`config.mk`:
```
export PLATFORM = sky130hd
export DESIGN_NAME = fpc_panel
export DESIGN_NICKNAME = d
export VERILOG_FILES = /design/src/fpc_pkg.sv /design/src/fpc_panel.sv /design/src/fpc_key.sv
export SDC_FILE = /design/constraint.sdc
export NUM_CORES = 1
export LEC_CHECK = 0
export BUFFER_PORTS_ARGS = -buffer_cell sky130_fd_sc_hd__buf_2
export CAP_MARGIN = 20
export CORE_MARGIN = 3
export CORE_UTILIZATION = 40
export DETAILED_ROUTE_END_ITERATION = 6
export SLEW_MARGIN = 15
export SYNTH_ARGS = -nofsm -noshare
export SYNTH_HDL_FRONTEND = slang
export SYNTH_SLANG_ARGS = --single-unit
export TNS_END_PERCENT = 5
```
`constraint.sdc`:
```
create_clock -name I_CLK -period 3.2 [get_ports I_CLK]
set_input_delay 0.64 -clock I_CLK [delete_from_list [all_inputs] [get_ports I_CLK]]
set_output_delay 0.64 -clock I_CLK [all_outputs]
set_load 0.02 [all_outputs]
```
`src/fpc_pkg.sv`:
```
// shared constants and types of the front panel control block
package fpc_pkg;
  localparam int unsigned CLK_HZ      = 200_000_000;
  localparam int unsigned HOLD_S      = 3;
  localparam int unsigned MSG_S       = 1;
  localparam int unsigned FLASH_RNG_S = 3;
  localparam int unsigned DEB_MS      = 10;
  localparam int unsigned BAUD        = 57_600;
  localparam int unsigned HOLD_CYC    = HOLD_S * CLK_HZ;
  localparam int unsigned MSG_CYC     = MSG_S * CLK_HZ;
  localparam int unsigned FLASH_CYC   = FLASH_RNG_S * CLK_HZ;
  localparam int unsigned DEB_CYC     = DEB_MS * (CLK_HZ / 1000);
  localparam int unsigned BIT_CYC     = CLK_HZ / BAUD;
  localparam int unsigned SER_BITS    = 7;
  localparam int unsigned NUM_FIXED   = 13;

  localparam logic [3:0] RNG_MIN       = 4'h0;
  localparam logic [3:0] RNG_TOP_FIXED = 4'hC;
  localparam logic [3:0] RNG_USER      = 4'hD;
  localparam logic [9:0] MANT_MIN      = 10'h064;
  localparam logic [9:0] MANT_MAX      = 10'h3E7;
  localparam logic [2:0] EXP_MAX       = 3'h6;

  // current magnitude = mant * 10^exp nA, mant 100..999
  typedef struct packed {
    logic       neg;
    logic [2:0] exp;
    logic [9:0] mant;
  } fpc_cur_t;

  typedef struct packed {
    logic [3:0] range;
    logic       pol_fixed;
    fpc_cur_t   user;
    logic       en;
  } fpc_nv_t;

  localparam fpc_cur_t RST_USER = '{neg: 1'b0, exp: 3'h0, mant: MANT_MIN};
  localparam fpc_nv_t  RST_NV   = '{range: RNG_MIN, pol_fixed: 1'b0,
                                    user: RST_USER, en: 1'b0};
  localparam logic     RST_LOCK = 1'b0;

  typedef enum logic [2:0] {
    OP_RANGE  = 3'h0,
    OP_ENABLE = 3'h1,
    OP_POL    = 3'h2,
    OP_USER   = 3'h3,
    OP_PWUP   = 3'h4,
    OP_LOCK   = 3'h5,
    OP_SAVE   = 3'h6
  } fpc_op_t;

  typedef struct packed {
    logic        valid;
    fpc_op_t     op;
    logic [15:0] arg;
  } fpc_host_t;

  typedef enum logic [2:0] {
    MSG_OFF      = 3'h0,
    MSG_VALUE    = 3'h1,
    MSG_RANGE    = 3'h2,
    MSG_USER     = 3'h3,
    MSG_USERVAL  = 3'h4,
    MSG_LOCKED   = 3'h5,
    MSG_UNLOCKED = 3'h6
  } fpc_msg_t;

  typedef struct packed {
    fpc_msg_t   msg;
    logic       lit;
    logic [3:0] range;
  } fpc_disp_t;

  typedef enum logic [4:0] {
    ST_IDLE = 5'h01,
    ST_RNG  = 5'h02,
    ST_ULBL = 5'h04,
    ST_UVAL = 5'h08,
    ST_MSG  = 5'h10
  } fpc_state_t;

  localparam int unsigned K_EN  = 0;
  localparam int unsigned K_UP  = 1;
  localparam int unsigned K_DN  = 2;
  localparam int unsigned K_POL = 3;
endpackage

```
`src/fpc_panel.sv`:
```
// front panel output control: keys, display sequencing, power-up state, serial rx
`timescale 1ns/1ps
`default_nettype none
// How it works
// [RL1] enable key toggles output; off or value shown
// [RL2] output starts disabled after power-up
// [RL3] keys step thirteen fixed ranges plus user
// [RL4] up from 100 mA selects user range
// [RL5] stepping saturates at both ends
// [RL6] enabled fixed range flashes 3 s first
// [RL7] user: label once, value twice, then apply
// [RL8] host range change applies with no delay
// [RL9] disabled: show range 1 s, then off
// [RL10] range chosen while disabled is stored
// [RL11] separate polarity for fixed and user ranges
// [RL12] polarity key acts at once
// [RL13] user current 100 nA..100 mA, three digits
// [RL14] power-up enable option restores previous enable
// [RL15] pol hold 3 s saves power-up state
// [RL16] factory reset rewrites saved state to defaults
// [RL17] enable hold 3 s locks keypad
// [RL18] locked press shows locked message 1 s
// [RL19] enable hold 3 s while locked unlocks
// [RL20] factory defaults: off, 100 nA, positive, unlocked
// [RL21] serial link 57600, 7 data, odd, 1 stop
// [RL22] keys debounced, holds timed from press onset
module fpc_panel
  import fpc_pkg::*;
#(
  parameter int unsigned P_HOLD_CYC  = HOLD_CYC,
  parameter int unsigned P_MSG_CYC   = MSG_CYC,
  parameter int unsigned P_FLASH_CYC = FLASH_CYC,
  parameter int unsigned P_DEB_CYC   = DEB_CYC
)(
  input  wire logic      I_CLK,
  input  wire logic      I_RST_N,
  input  wire logic      I_KEY_ENABLE,
  input  wire logic      I_KEY_UP,
  input  wire logic      I_KEY_DOWN,
  input  wire logic      I_KEY_POL,
  input  wire fpc_host_t I_HOST,
  input  wire fpc_nv_t   I_NV_STATE,
  input  wire logic      I_NV_PWUP_OPT,
  input  wire logic      I_FACTORY_RESET,
  input  wire logic      I_SER_RX,
  output logic           O_OUT_ENABLE,
  output logic [3:0]     O_OUT_RANGE,
  output logic           O_OUT_NEG,
  output fpc_cur_t       O_USER_CUR,
  output fpc_disp_t      O_DISP,
  output logic           O_LOCKED,
  output logic           O_PWUP_OPT,
  output logic           O_NV_WR,
  output fpc_nv_t        O_NV_DATA,
  output logic [6:0]     O_RX_DATA,
  output logic           O_RX_VALID,
  output logic           O_RX_ERR
);
  if (P_MSG_CYC < 2 || P_HOLD_CYC < 2 || P_FLASH_CYC < 2 || P_DEB_CYC < 1)
    $error("fpc_panel: timing counts too small");

  function automatic logic [3:0] step(input logic [3:0] r, input logic up);
    if (up)
      step = (r == RNG_USER) ? r : r + 4'h1; // [RL4] [RL5]
    else
      step = (r == RNG_MIN) ? r : r - 4'h1; // [RL5]
  endfunction

  function automatic logic cur_ok(input fpc_cur_t c);
    cur_ok = c.mant >= MANT_MIN && c.mant <= MANT_MAX && c.exp <= EXP_MAX
             && !(c.exp == EXP_MAX && c.mant != MANT_MIN); // [RL13]
  endfunction

  logic [3:0]  keys;
  logic [3:0]  press;
  logic [3:0]  hold;
  logic        loaded;
  logic        locked;
  logic        out_en;
  logic        en_prev;
  logic [3:0]  sel_rng;
  logic [3:0]  out_rng;
  logic        pol_fixed;
  fpc_cur_t    user;
  logic        pwup_opt;
  fpc_nv_t     saved;
  fpc_state_t  state;
  fpc_state_t  st_prev;
  logic [31:0] timer;
  logic [31:0] blink_cnt;
  logic        blink_on;
  fpc_msg_t    note;
  logic        keys_ok;
  logic        rng_req;
  logic [3:0]  new_rng;
  logic        h_rng;
  logic        h_en;
  logic        h_op;

  assign keys = {I_KEY_POL, I_KEY_DOWN, I_KEY_UP, I_KEY_ENABLE};

  for (genvar k = 0; k < 4; k++)
  begin : g_key
    fpc_key #(.DEB(P_DEB_CYC), .HOLD(P_HOLD_CYC)) u_key (
      .i_clk   (I_CLK),
      .i_rst_n (I_RST_N),
      .i_key   (keys[k]),
      .o_press (press[k]),
      .o_hold  (hold[k])
    );
  end

  assign keys_ok = loaded && !locked;
  assign rng_req = keys_ok && (press[K_UP] || press[K_DN]); // [RL3]
  assign new_rng = step(sel_rng, press[K_UP]);
  assign h_op    = loaded && I_HOST.valid;
  assign h_rng   = h_op && I_HOST.op == OP_RANGE && I_HOST.arg[3:0] <= RNG_USER;
  assign h_en    = h_op && I_HOST.op == OP_ENABLE;

  // stored state is only caught after reset release, never under it
  always_ff @(posedge I_CLK or negedge I_RST_N)
  begin
    if (!I_RST_N)
      loaded <= 1'b0;
    else
      loaded <= 1'b1;
  end

  // lock state
  always_ff @(posedge I_CLK or negedge I_RST_N)
  begin
    if (!I_RST_N)
      locked <= RST_LOCK; // [RL20]
    else if (h_op && I_HOST.op == OP_LOCK)
      locked <= I_HOST.arg[0];
    else if (loaded && hold[K_EN])
      locked <= !locked; // [RL17] [RL19]
  end

  // sequencing of enable, range and timed display
  always_ff @(posedge I_CLK or negedge I_RST_N)
  begin
    if (!I_RST_N)
    begin
      state   <= ST_IDLE;
      timer   <= 32'h0;
      out_en  <= 1'b0; // [RL2]
      sel_rng <= RST_NV.range;
      out_rng <= RST_NV.range;
      note    <= MSG_LOCKED;
    end
    else if (!loaded)
    begin
      sel_rng <= I_NV_STATE.range;
      out_rng <= I_NV_STATE.range;
      out_en  <= I_NV_PWUP_OPT && I_NV_STATE.en; // [RL2] [RL14]
    end
    else if (h_rng)
    begin
      sel_rng <= I_HOST.arg[3:0]; // [RL8]
      out_rng <= I_HOST.arg[3:0];
      state   <= ST_IDLE;
    end
    else if (h_en)
    begin
      out_en  <= I_HOST.arg[0];
      out_rng <= sel_rng;
      state   <= ST_IDLE;
    end
    else if (hold[K_EN])
    begin
      state <= ST_MSG;
      timer <= P_MSG_CYC;
      note  <= locked ? MSG_UNLOCKED : MSG_LOCKED; // [RL17] [RL19]
    end
    else if (locked && (|press))
    begin
      state <= ST_MSG; // [RL18]
      timer <= P_MSG_CYC;
      note  <= MSG_LOCKED;
    end
    else if (keys_ok && press[K_EN])
    begin
      out_en  <= !out_en; // [RL1]
      out_rng <= sel_rng; // [RL10]
      state   <= ST_IDLE;
    end
    else if (rng_req)
    begin
      sel_rng <= new_rng;
      if (!out_en)
        out_rng <= new_rng; // [RL10]
      if (new_rng == RNG_USER)
      begin
        state <= ST_ULBL; // [RL7] [RL9]
        timer <= P_MSG_CYC;
      end
      else
      begin
        state <= ST_RNG;
        timer <= out_en ? P_FLASH_CYC : P_MSG_CYC; // [RL6] [RL9]
      end
    end
    else if (state != ST_IDLE)
    begin
      if (timer == 32'h1)
      begin
        case (state)
          ST_RNG:
          begin
            out_rng <= sel_rng; // [RL6]
            state   <= ST_IDLE;
          end
          ST_ULBL:
          begin
            if (out_en)
            begin
              state <= ST_UVAL; // [RL7]
              timer <= 2 * P_MSG_CYC;
            end
            else
              state <= ST_IDLE; // [RL9]
          end
          ST_UVAL:
          begin
            out_rng <= sel_rng; // [RL7]
            state   <= ST_IDLE;
          end
          default:
            state <= ST_IDLE;
        endcase
      end
      else
        timer <= timer - 32'h1;
    end
  end

  // polarity and user current
  always_ff @(posedge I_CLK or negedge I_RST_N)
  begin
    if (!I_RST_N)
    begin
      pol_fixed <= RST_NV.pol_fixed;
      user      <= RST_USER;
    end
    else if (!loaded)
    begin
      pol_fixed <= I_NV_STATE.pol_fixed;
      user      <= I_NV_STATE.user;
    end
    else if (h_op && I_HOST.op == OP_USER && cur_ok(fpc_cur_t'(I_HOST.arg[13:0])))
      user <= fpc_cur_t'(I_HOST.arg[13:0]); // [RL13]
    else if (h_op && I_HOST.op == OP_POL)
    begin
      if (sel_rng == RNG_USER)
        user.neg <= I_HOST.arg[0];
      else
        pol_fixed <= I_HOST.arg[0];
    end
    else if (keys_ok && press[K_POL])
    begin
      if (sel_rng == RNG_USER)
        user.neg <= !user.neg; // [RL11] [RL12]
      else
        pol_fixed <= !pol_fixed; // [RL11] [RL12]
    end
  end

  // saved power-up state and its write strobe
  always_ff @(posedge I_CLK or negedge I_RST_N)
  begin
    if (!I_RST_N)
    begin
      saved    <= RST_NV;
      pwup_opt <= 1'b0;
      en_prev  <= 1'b0;
      O_NV_WR  <= 1'b0;
    end
    else if (!loaded)
    begin
      saved    <= I_NV_STATE;
      pwup_opt <= I_NV_PWUP_OPT;
      en_prev  <= I_NV_PWUP_OPT && I_NV_STATE.en;
      O_NV_WR  <= 1'b0;
    end
    else
    begin
      en_prev <= out_en;
      O_NV_WR <= 1'b0;
      if (h_op && I_HOST.op == OP_PWUP)
        pwup_opt <= I_HOST.arg[0]; // [RL14]
      if (I_FACTORY_RESET)
      begin
        saved   <= RST_NV; // [RL16] [RL20]
        O_NV_WR <= 1'b1;
      end
      else if ((keys_ok && hold[K_POL]) || (h_op && I_HOST.op == OP_SAVE))
      begin
        saved   <= '{range: sel_rng, pol_fixed: pol_fixed, user: user, en: out_en}; // [RL15]
        O_NV_WR <= 1'b1;
      end
      else if (out_en != en_prev)
      begin
        saved.en <= out_en; // [RL14]
        O_NV_WR  <= 1'b1;
      end
    end
  end

  // flash timing restarts on every state entry so each flash is whole
  always_ff @(posedge I_CLK or negedge I_RST_N)
  begin
    if (!I_RST_N)
    begin
      st_prev   <= ST_IDLE;
      blink_cnt <= 32'h0;
      blink_on  <= 1'b1;
    end
    else
    begin
      st_prev <= state;
      if (state != st_prev || blink_cnt == P_MSG_CYC / 2 - 1)
      begin
        blink_cnt <= 32'h0;
        blink_on  <= (state != st_prev) ? 1'b1 : !blink_on;
      end
      else
        blink_cnt <= blink_cnt + 32'h1;
    end
  end

  // registered outputs
  always_ff @(posedge I_CLK or negedge I_RST_N)
  begin
    if (!I_RST_N)
    begin
      O_OUT_NEG <= 1'b0;
      O_DISP    <= '{msg: MSG_OFF, lit: 1'b1, range: RNG_MIN};
    end
    else
    begin
      O_OUT_NEG    <= (out_rng == RNG_USER) ? user.neg : pol_fixed; // [RL11]
      O_DISP.range <= sel_rng;
      // first cycle of a new state shows lit, before blink_on has restarted
      O_DISP.lit   <= (state == ST_IDLE || state == ST_MSG || state != st_prev) ? 1'b1 : blink_on;
      case (state)
        ST_RNG:  O_DISP.msg <= MSG_RANGE;
        ST_ULBL: O_DISP.msg <= MSG_USER;
        ST_UVAL: O_DISP.msg <= MSG_USERVAL;
        ST_MSG:  O_DISP.msg <= note;
        default: O_DISP.msg <= out_en ? MSG_VALUE : MSG_OFF; // [RL1]
      endcase
    end
  end

  assign O_OUT_ENABLE = out_en;
  assign O_OUT_RANGE  = out_rng;
  assign O_USER_CUR   = user;
  assign O_LOCKED     = locked;
  assign O_PWUP_OPT   = pwup_opt;
  assign O_NV_DATA    = saved;

  // serial receiver, start + 7 data + odd parity + stop, mid-bit sampling
  logic        rx_busy;
  logic [3:0]  rx_bit;
  logic [11:0] rx_tmr;
  logic [6:0]  rx_sh;
  logic        rx_par;

  always_ff @(posedge I_CLK or negedge I_RST_N)
  begin
    if (!I_RST_N)
    begin
      rx_busy    <= 1'b0;
      rx_bit     <= 4'h0;
      rx_tmr     <= 12'h0;
      rx_sh      <= 7'h00;
      rx_par     <= 1'b0;
      O_RX_DATA  <= 7'h00;
      O_RX_VALID <= 1'b0;
      O_RX_ERR   <= 1'b0;
    end
    else
    begin
      O_RX_VALID <= 1'b0;
      O_RX_ERR   <= 1'b0;
      if (!rx_busy)
      begin
        if (!I_SER_RX)
        begin
          rx_busy <= 1'b1;
          rx_bit  <= 4'h0;
          rx_tmr  <= 12'(BIT_CYC / 2);
        end
      end
      else if (rx_tmr != 12'h0)
        rx_tmr <= rx_tmr - 12'h1;
      else
      begin
        rx_tmr <= 12'(BIT_CYC - 1);
        rx_bit <= rx_bit + 4'h1;
        if (rx_bit == 4'h0 && I_SER_RX)
          rx_busy <= 1'b0; // glitch, not a start bit
        else if (rx_bit >= 4'h1 && rx_bit <= 4'(SER_BITS))
          rx_sh <= {I_SER_RX, rx_sh[6:1]}; // [RL21]
        else if (rx_bit == 4'(SER_BITS + 1))
          rx_par <= I_SER_RX;
        else if (rx_bit == 4'(SER_BITS + 2))
        begin
          rx_busy    <= 1'b0;
          O_RX_DATA  <= rx_sh;
          O_RX_VALID <= I_SER_RX && (^{rx_sh, rx_par}); // [RL21]
          O_RX_ERR   <= !(I_SER_RX && (^{rx_sh, rx_par}));
        end
      end
    end
  end
endmodule
`default_nettype wire

```
`src/fpc_key.sv`:
```
// key debouncer with short-press and hold detection
`timescale 1ns/1ps
`default_nettype none
module fpc_key
  import fpc_pkg::*;
#(
  parameter int unsigned DEB  = 2,
  parameter int unsigned HOLD = 4
)(
  input  wire logic i_clk,
  input  wire logic i_rst_n,
  input  wire logic i_key,
  output logic      o_press,
  output logic      o_hold
);
  logic [31:0] deb_cnt;
  logic [31:0] hold_cnt;
  logic        level;
  logic        held;
  logic        flip;

  if (DEB < 1 || HOLD < 1)
    $error("fpc_key: counts too small");

  assign flip = (i_key != level) && (deb_cnt == DEB - 1);

  always_ff @(posedge i_clk or negedge i_rst_n)
  begin
    if (!i_rst_n)
    begin
      deb_cnt <= 32'h0;
      level   <= 1'b0;
    end
    else if (i_key == level)
      deb_cnt <= 32'h0;
    else if (flip)
    begin
      deb_cnt <= 32'h0;
      level   <= i_key;
    end
    else
      deb_cnt <= deb_cnt + 32'h1;
  end

  // timed from press onset; a hold swallows the release press [RL22]
  always_ff @(posedge i_clk or negedge i_rst_n)
  begin
    if (!i_rst_n)
    begin
      hold_cnt <= 32'h0;
      held     <= 1'b0;
    end
    else if (!level)
    begin
      hold_cnt <= 32'h0;
      held     <= 1'b0;
    end
    else if (!held)
    begin
      if (hold_cnt == HOLD - 1)
        held <= 1'b1;
      else
        hold_cnt <= hold_cnt + 32'h1;
    end
  end

  always_ff @(posedge i_clk or negedge i_rst_n)
  begin
    if (!i_rst_n)
    begin
      o_press <= 1'b0;
      o_hold  <= 1'b0;
    end
    else
    begin
      o_press <= flip && level && !held; // [RL22]
      o_hold  <= level && !held && (hold_cnt == HOLD - 1);
    end
  end
endmodule
`default_nettype wire

```
### Word-level counts from Yosys, hierarchy flattened

Index checks and enable logic that the tools add are counted.

* order comparisons: 6
* equality and inequality tests: 76
* $add $sub $neg: 14
* bitwise gates (word level): 10
* reduce and logical (&&, ||, !) cells: 89
* mux-type cells: 141

Operators by type and width (number)
* $mux 32: 29
* $add 32x1->32 const B: 9
* $eq 32x21->1 const B: 4
* $eq 32x30->1 const B: 4
* $mux 4: 26
* $mux 1: 63
* $mux 30: 2
* $logic_and 1x1->1: 41
* $mux 20: 2
* $mux 5: 8
* $mux 12: 3
* $eq 32x1->1 const B: 1
* $eq 32x27->1 const B: 1
* $sub 32x1->32 const B: 1
* $ne 2x2->1 const B: 12
* $eq 4x4->1 const B: 5
* $reduce_and 2->1: 10
* $mux 19: 1
* $ne 3x3->1 const B: 6
* $mux 14: 1
* $reduce_bool 7->1: 2
* $mux 13: 1
* $eq 3x3->1 const B: 4
* $ne 3x1->1 const B: 4
* 50 further kinds: 96

* bits of input ports: 49
* output and inout bits: 60
* register bits after elaboration: 440

### Depth between registers and ports, before layout

Gate-level depths: netlist of the first run.

* word-level depth: 12
* gate-level depth with buffers: 11
* gate-level depth less buffers: 9

### Hierarchy

Synthesis of the first run repeated with hierarchy kept, for this count alone.

* cell total of the unflattened synthesis: 2413
* area total of the unflattened synthesis: 23894.2 um^2

Modules (own cells, without submodules)
* fpc_key: cells an instance 369, area each 3721.1 um^2, instances 4
* fpc_panel: cells an instance 937, area each 9009.9 um^2, instances 1

### Least setup slack after synthesis of the first run

No wires, ideal clock.

* path type: input to register
* start point: input I_HOST[16] in the netlist's numbering
* end point: register user (netlist bit O_USER_CUR[0])
* stages on the path: 8
* setup slack: 854 ps
* required time: 3063 ps
* arrival: 2209 ps
* setup time: 137 ps
* cells stage by stage: clkbuf_1 nand2_1 a2111oi_0 o21ai_1 a31oi_2 buf_2 mux2i_1 a21oi_1

* longest elaborated chain between the ends: 4

RTL lines
* start, declared: line fpc_panel.sv:41 `input wire fpc_host_t I_HOST,`
* $eq 3x2->1: line fpc_panel.sv:251 `else if (h_op && I_HOST.op == OP_USER && cur_ok(fpc_cur_t'(I_HOST.arg[13:0])))`
* $logic_and 1x1->1 (2 in a row): line fpc_panel.sv:251
* $ne 2x1->1 (no source line)
* end signal, assigned: line fpc_panel.sv:249 `user <= I_NV_STATE.user;`
* end signal, assigned: line fpc_panel.sv:252 `user <= fpc_cur_t'(I_HOST.arg[13:0]);`
* end, declared: line fpc_panel.sv:84 `fpc_cur_t user;`

Every way passes these cells.
A chain may end at the register's enable or synchronous reset.

### Final worst setup path of the first run

* start point: register g_key[1].u_key.o_press
* end point: register timer[13]

* longest elaborated chain between the ends: 7

RTL lines
* start, declared: line fpc_key.sv:13 `output logic o_press,`
* start signal, assigned: line fpc_key.sv:76 `o_press <= flip && level && !held;`
* $mux 4: line fpc_panel.sv:63 `if (up)`
* $eq 4x4->1: line fpc_panel.sv:193 `if (new_rng == RNG_USER)`
* $mux 30: line fpc_panel.sv:193
* $mux 32: line fpc_panel.sv:188 `else if (rng_req)`
* $mux 32: line fpc_panel.sv:182 `else if (keys_ok && press[K_EN])`
* $mux 32: line fpc_panel.sv:176 `else if (locked && (|press))`
* $mux 32: line fpc_panel.sv:170 `else if (hold[K_EN])`
* end signal, assigned: line fpc_panel.sv:201 `timer <= out_en ? P_FLASH_CYC : P_MSG_CYC;`
* end signal, assigned: line fpc_panel.sv:219 `timer <= 2 * P_MSG_CYC;`
* end signal, assigned: line fpc_panel.sv:234 `timer <= timer - 32'h1;`
* end, declared: line fpc_panel.sv:89 `logic [31:0] timer;`

Parallel ways exist; a longest one is shown, timed or not. The select of a mux whose other input is x is not followed.

==> impl_metrics.tcl, run 1 <==
set metrics [dict create \
    cp_max_fo 14 \
    cts_max_path_buffers 3 \
    p_leak_nw 10.94 \
    slew_violations 0 \
    avgSynthCellArea_um2 9.744 \
    synth_edf_count 0 \
    clock.fmax_ghz 0.3508 \
    synthArstFlopShare 1.000 \
    die_w_um 242.6 \
    drt_first_pass_iters 5 \
    cts_tree "built" \
    synth_top_area_frac 0.4785 \
    synth_area_leader_cell "dfrtp_1" \
    multi_input_area_mm2 0.01083 \
    wire_per_inst_um 15.98 \
    port_buffers 106 \
    final_util 0.4657 \
    gp_congestion 0.8229 \
    grt_max_degree 106 \
    areaGrowthSynthToFinish_pct 14.86 \
    clkSlewWorstSetupHoldPaths_ns 0.06 \
    start_util 0.4055 \
    hold_class "primary input to register" \
    worstPathArrival_ns 3.31 \
    skew_ns 0.02756 \
    synth_cell_types 84 \
    slew_headroom 0.3794 \
    required_ns 3.66 \
    drt_iter0_drc 1301 \
    place_area_mm2 0.02387 \
    cap_violations 0 \
    synth_most_common_cell "dfrtp_1" \
    ys_seq_elements 439 \
    synthCells 2297 \
    gr-total-overflow 0 \
    critPathCaptureType "register" \
    post_cts_buffers 0 \
    critPathLaunch "g_key[1].u_key.o_press" \
    peakVddDrop_v 0.0003604 \
    holdWs_ns 0.2956 \
    grt_pass1_wl_um 86540 \
    ys_warn_count 0 \
    hpwlAfterDp_um 35070 \
    setup_viol 0 \
    vias 17050 \
    ys_top_cells_by_area "dfrtp_1 (48%), xnor2_1 (5.6%), xor2_1 (5.0%)" \
    status "finished clean" \
    wirelength_um 51160 \
    cts_buffers 50 \
    cts-resized-gates 0 \
    hp-start "I_NV_STATE[12]" \
    clock_latency_ns 0.59 \
    final_layout_size_suffix_gt1_frac 0.1245 \
    htreeDepth 2 \
    ys_seq_area_frac 0.4914 \
    rsz0062_at_grt "false" \
    ant_nets 0 \
    viasPerCell 5.325 \
    numClockSinks 439 \
    num_rows 86 \
    hold_viol_final 0 \
    drc 0 \
    seq_area_mm2 0.01100 \
    synth_ff_type "dfrtp_1" \
    tightestPinTransition_ns 0.9252 \
    die_area_mm2 0.05883 \
    track_usage 0.1752 \
    die-height_um 242.6 \
    core_area_mm2 0.05520 \
    finalSetupTns_ns 0 \
    fillCellCount 5113 \
    finalInstanceArea_mm2 0.02571 \
    cts-root-buf "clkbuf_16" \
    layout.cells.non_filler 3202 \
    power_density_mw_per_mm2 532.3 \
    min_period_over_period 0.8908 \
    critical_path_class "register to register" \
    first_global_vias 16850 \
    placedCellCount 3104 \
    netlist_area_mm2 0.02238 \
    fin_crit_ns 2.851 \
    syn-num-nets 2366 \
    reg2reg_from "g_key[1].u_key.o_press" \
    finish.net_count 2478 \
    startpoint_type "register" \
    io_pins 109 \
    antenna_found_initial 6 \
    synth_commonest_cells "dfrtp_1 (428), nor2_1 (266), nand2_1 (167), xnor2_1 (142), nand3_1 (133)" \
]
-- state kept, by name (all words and copies together) (netlist names), 5 cells and up --
| signal | cells |
|---|---|
| O_DISP | 8 |
| O_NV_DATA | 20 |
| O_RX_DATA | 7 |
| O_USER_CUR | 14 |
| blink_cnt | 32 |
| g_key.u_key.deb_cnt | 128 |
| g_key.u_key.hold_cnt | 128 |
| rx_sh | 7 |
| rx_tmr | 12 |
| st_prev | 5 |
| state | 5 |
| timer | 32 |
-- routing by layer --
| metal | vias to the layer above | routed length, µm | global-route usage |
|---|---|---|---|
| li1 | 8255 | - | - |
| met3 | 75 | 2976 | 0.03464 |
| met2 | 328 | 22650 | 0.2673 |
| met5 | - | 26 | 0 |
| met1 | 8388 | 24310 | 0.2510 |
| met4 | 4 | 1200 | 0.05587 |
-- cells by family (layout without fill, tap and decap cells) --
| family | after synthesis | after routing | synth area share |
|---|---|---|---|
| compound gates | 300 | 300 | 0.08765 |
| xor+xnor | 269 | 269 | 0.1053 |
| fa+ha+maj | 20 | 20 | 0.01118 |
| buf+inv | 138 | 291 | 0.02532 |
| flops | 439 | 439 | 0.4914 |
| mux | 57 | 57 | 0.02700 |
| other cells | 1 | 5 | 0.0001675 |
| simple gates | 1073 | 1073 | 0.2520 |
-- layout make-up --
type                    count  share of cell area
well taps                 748             0.03640
repair buffers            146             0.03572
clock buffers              81             0.06230
multi-input cells        1720              0.4213
inverters                  52            0.007592
clock inverters            12            0.008420
flip-flops and latches    439              0.4279
diodes                      4           0.0003894
-- critical path: stages, from the launching register on --
cell	delay [ns]
dfrtp_1	0.48
or4_4	0.60
a21oi_4	0.20
and2_4	0.20
nand2_2	0.17
or3_1	0.54
buf_4	0.26
o41ai_2	0.28
-- worst paths after layout --
| path | to | slack [ns] | cells after the start |
|---|---|---|---|
| setup reg to reg | timer[13] | 0.35 | 7 |
| max in group asynchronous | g_key[2].u_key.hold_cnt[3] | 1.68 | 3 |
| setup / recovery | timer[13] | 0.35 | 7 |
| min in group asynchronous | g_key[1].u_key.deb_cnt[28] | 0.58 | 2 |
| hold / removal | O_USER_CUR[11] | 0.30 | 3 |
| hold reg to reg | st_prev[0] | 0.44 | 0 |
-- cells in the final DEF, fill, tap and decap left out, types with 33 or more instances in the layout --
| cell type | netlist | final |
|---|---|---|
| nor3_1 | 58 | 58 |
| and2_1 | 96 | 96 |
| buf_2 | 12 | 105 |
| o21ai_0 | 90 | 90 |
| nand2_1 | 167 | 167 |
| nand4_1 | 70 | 70 |
| buf_4 | 3 | 33 |
| inv_1 | 51 | 51 |
| nor2_1 | 266 | 266 |
| xor2_1 | 127 | 127 |
| a21oi_1 | 75 | 75 |
| and3_1 | 63 | 63 |
| nand3_1 | 133 | 133 |
| xnor2_1 | 142 | 142 |
| dfrtp_1 | 428 | 427 |
| or3_1 | 43 | 43 |
| clkbuf_16 | 0 | 53 |
-- what timing repair did --
item | CTS | global route
endpoints found under the hold margin | 41 | 0
endpoints found under the setup margin | 0 | 0
hold buffers | 1 | 0
-- where the power goes --
group,switching (mW),internal [mW]
clock,2.28,3.89
combinational,0.854,0.487
sequential,0.333,5.84
total,3.47,10.2
-- per-stage QoR --
step,total power [mW],setup slack (ns)
finish,13.68,0.3494
global route,14.34,0.2426
detailed placement,7.614,0.08047
global placement,7.560,0.1342
CTS,13.90,0.3732
floorplan,7.062,0.8543
No activity file was read; power rests on OpenSTA's default activity.
==> run 2: changes to the inputs <==
- CELL_PAD_IN_SITES_DETAIL_PLACEMENT: not set -> 0
- CELL_PAD_IN_SITES_GLOBAL_PLACEMENT: not set -> 1
- PLACE_DENSITY_LB_ADDON: not set -> 0.1
- SLEW_MARGIN: 15 -> not set
==> run 2 against run 1 <==
  * Final area decreased by 0.11%
  * Flip-flop and latch count did not move
  * Combinational power is essentially flat
  * First-iteration DRC count is 25% lower
  * Non-clock buffer count is 4 higher
  * Clock power is 1% lower
  * Worst hold slack worse by 0.26 ns
  * Maximum frequency rose by 6.1%
  * Critical path type unchanged
==> impl_metrics.tcl, run 2 (synthesized netlist as in run 1, its figures left out) <==
set metrics [dict create \
    critical_path_class "register to register" \
    slew_headroom 0.4449 \
    status "finished clean" \
    clock.fmax_ghz 0.3722 \
    clkPwrFrac 0.449 \
    grt_pass1_wl_um 87690 \
    finalSetupTns_ns 0 \
    p_switching_mw 3.577 \
    die_area_mm2 0.05883 \
    htreeDepth 2 \
    required_ns 3.67 \
    layout.cells.non_filler 3206 \
    drt_iter0_drc 977 \
    ant_nets 0 \
    p_sw_frac 0.2628 \
    clock_latency_ns 0.59 \
    hold_viol_final 0 \
    skew_ns 0.02098 \
    hold_class "primary input to asynchronous set/reset pin" \
    peakVddDrop_v 0.0003952 \
    viasPerCell 5.242 \
    cts_hold_buf 0 \
    layout_commonest_cell "dfrtp_1" \
    fillCellCount 5301 \
    final_layout_size_suffix_gt1_frac 0.1277 \
    power_density_mw_per_mm2 530.1 \
    numClockSinks 439 \
    clkSlewWorstSetupHoldPaths_ns 0.06 \
    setup_viol 0 \
    antenna_cells 0 \
    track_usage 0.1779 \
    power_frac_seq 0.453 \
    biggestRegsByFlops "g_key.u_key.deb_cnt x128, g_key.u_key.hold_cnt x128" \
    layout_common_cells "dfrtp_1 (427), nor2_1 (266), nand2_1 (167), xnor2_1 (142), nand3_1 (133)" \
    finish.net_count 2484 \
    first_global_vias 16830 \
    reg2reg_slack_ns 0.51 \
    seq_area_mm2 0.01100 \
    startpoint_type "register" \
    io_pins 109 \
    cap_violations 0 \
    cts_buffers 52 \
    tightestPinTransition_ns 0.8309 \
    intPower_mw 10.04 \
    post_cts_buffers 0 \
    cts_tree "built" \
    wirelength_um 51930 \
    core_area_mm2 0.05520 \
    start_util 0.4055 \
    port_buffers 106 \
    drc 0 \
    num_rows 86 \
    cts_max_path_buffers 3 \
    p_leak_nw 10.94 \
    placedCellCount 3109 \
    finalPower_mw 13.61 \
    grt_max_degree 72 \
    gr-total-overflow 0 \
    die-height_um 242.6 \
    wire_per_inst_um 16.20 \
    multi_input_area_mm2 0.01083 \
    reg2reg_from "timer[1]" \
    rsz0062_at_grt "false" \
    min_period_over_period 0.8397 \
    gp_congestion 0.7726 \
    cp_max_fo 28 \
    areaGrowthSynthToFinish_pct 14.73 \
    cts-resized-gates 0 \
    drt_first_pass_iters 5 \
    vias 16810 \
    antenna_found_initial 2 \
    cts-root-buf "clkbuf_16" \
    comb_power_share 0.098 \
    slew_violations 0 \
    hpwlAfterDp_um 35390 \
    critPathCaptureType "register" \
    die_w_um 242.6 \
    fin_crit_ns 2.687 \
    critPathLaunch "timer[1]" \
    worstPathArrival_ns 3.15 \
]
[run 2: worst max-delay path, cell delays in order (launching register included)]
cell	delay, ns
dfrtp_1	0.37
inv_1	0.11
ha_1	0.17
or3b_2	0.49
nor4_1	0.35
and3_2	0.32
a221o_1	0.17
buf_4	0.31
a21oi_1	0.07
o22a_1	0.18
[run 2: power groups by stage]
| stage | clock network [mW] | logic (mW) | registers, mW |
|---|---|---|---|
| 2_1_floorplan | 0 | 0.821 | 6.24 |
| 3_3_place_gp | 0 | 1.34 | 6.25 |
| 3_5_place_dp | 0 | 1.36 | 6.26 |
| 4_1_cts | 6.32 | 1.37 | 6.17 |
| 5_1_grt | 6.56 | 1.52 | 6.22 |
| 6_report | 6.11 | 1.33 | 6.17 |
[run 2: final cells by class]
type / count / area share
Sequential cell: 439 / 0.4284
Multi-Input combinational cell: 1720 / 0.4218
Clock buffer: 72 / 0.05754
Timing Repair Buffer: 150 / 0.03683
Tap cell: 748 / 0.03645
Clock inverter: 25 / 0.01145
Inverter: 52 / 0.007601
[run 2: final timing paths]
kind,end,cells after the start
min in group I_CLK,O_USER_CUR[13],2
max in group asynchronous,g_key[0].u_key.deb_cnt[25],2
worst max-delay path,timer[28],9
worst max register to register,timer[28],9
worst min register to register,st_prev[0],0
worst min-delay path,O_NV_DATA[5],1
[run 2: through the flow]
step                      setup WS [ns]  instance area, µm²    util  hold slack (ns)
after floorplan                  0.8543               22380       -           0.3444
final                            0.5129               25680  0.4652          0.03610
after global placement           0.3946               23910  0.4331           0.4293
after detailed placement         0.2855               23910  0.4331           0.4338
after global routing             0.3132               25680  0.4652          0.07903
after CTS                        0.5268               25680  0.4652          0.04513
[run 2: routing by layer]
metal  track usage  part of all wire  vias up
met1        0.2545              0.49     8262
met2        0.2831              0.45      228
met5             0           0.00025        -
met4       0.04402             0.017        2
met3       0.02822             0.038       57
li1              -                 -     8258
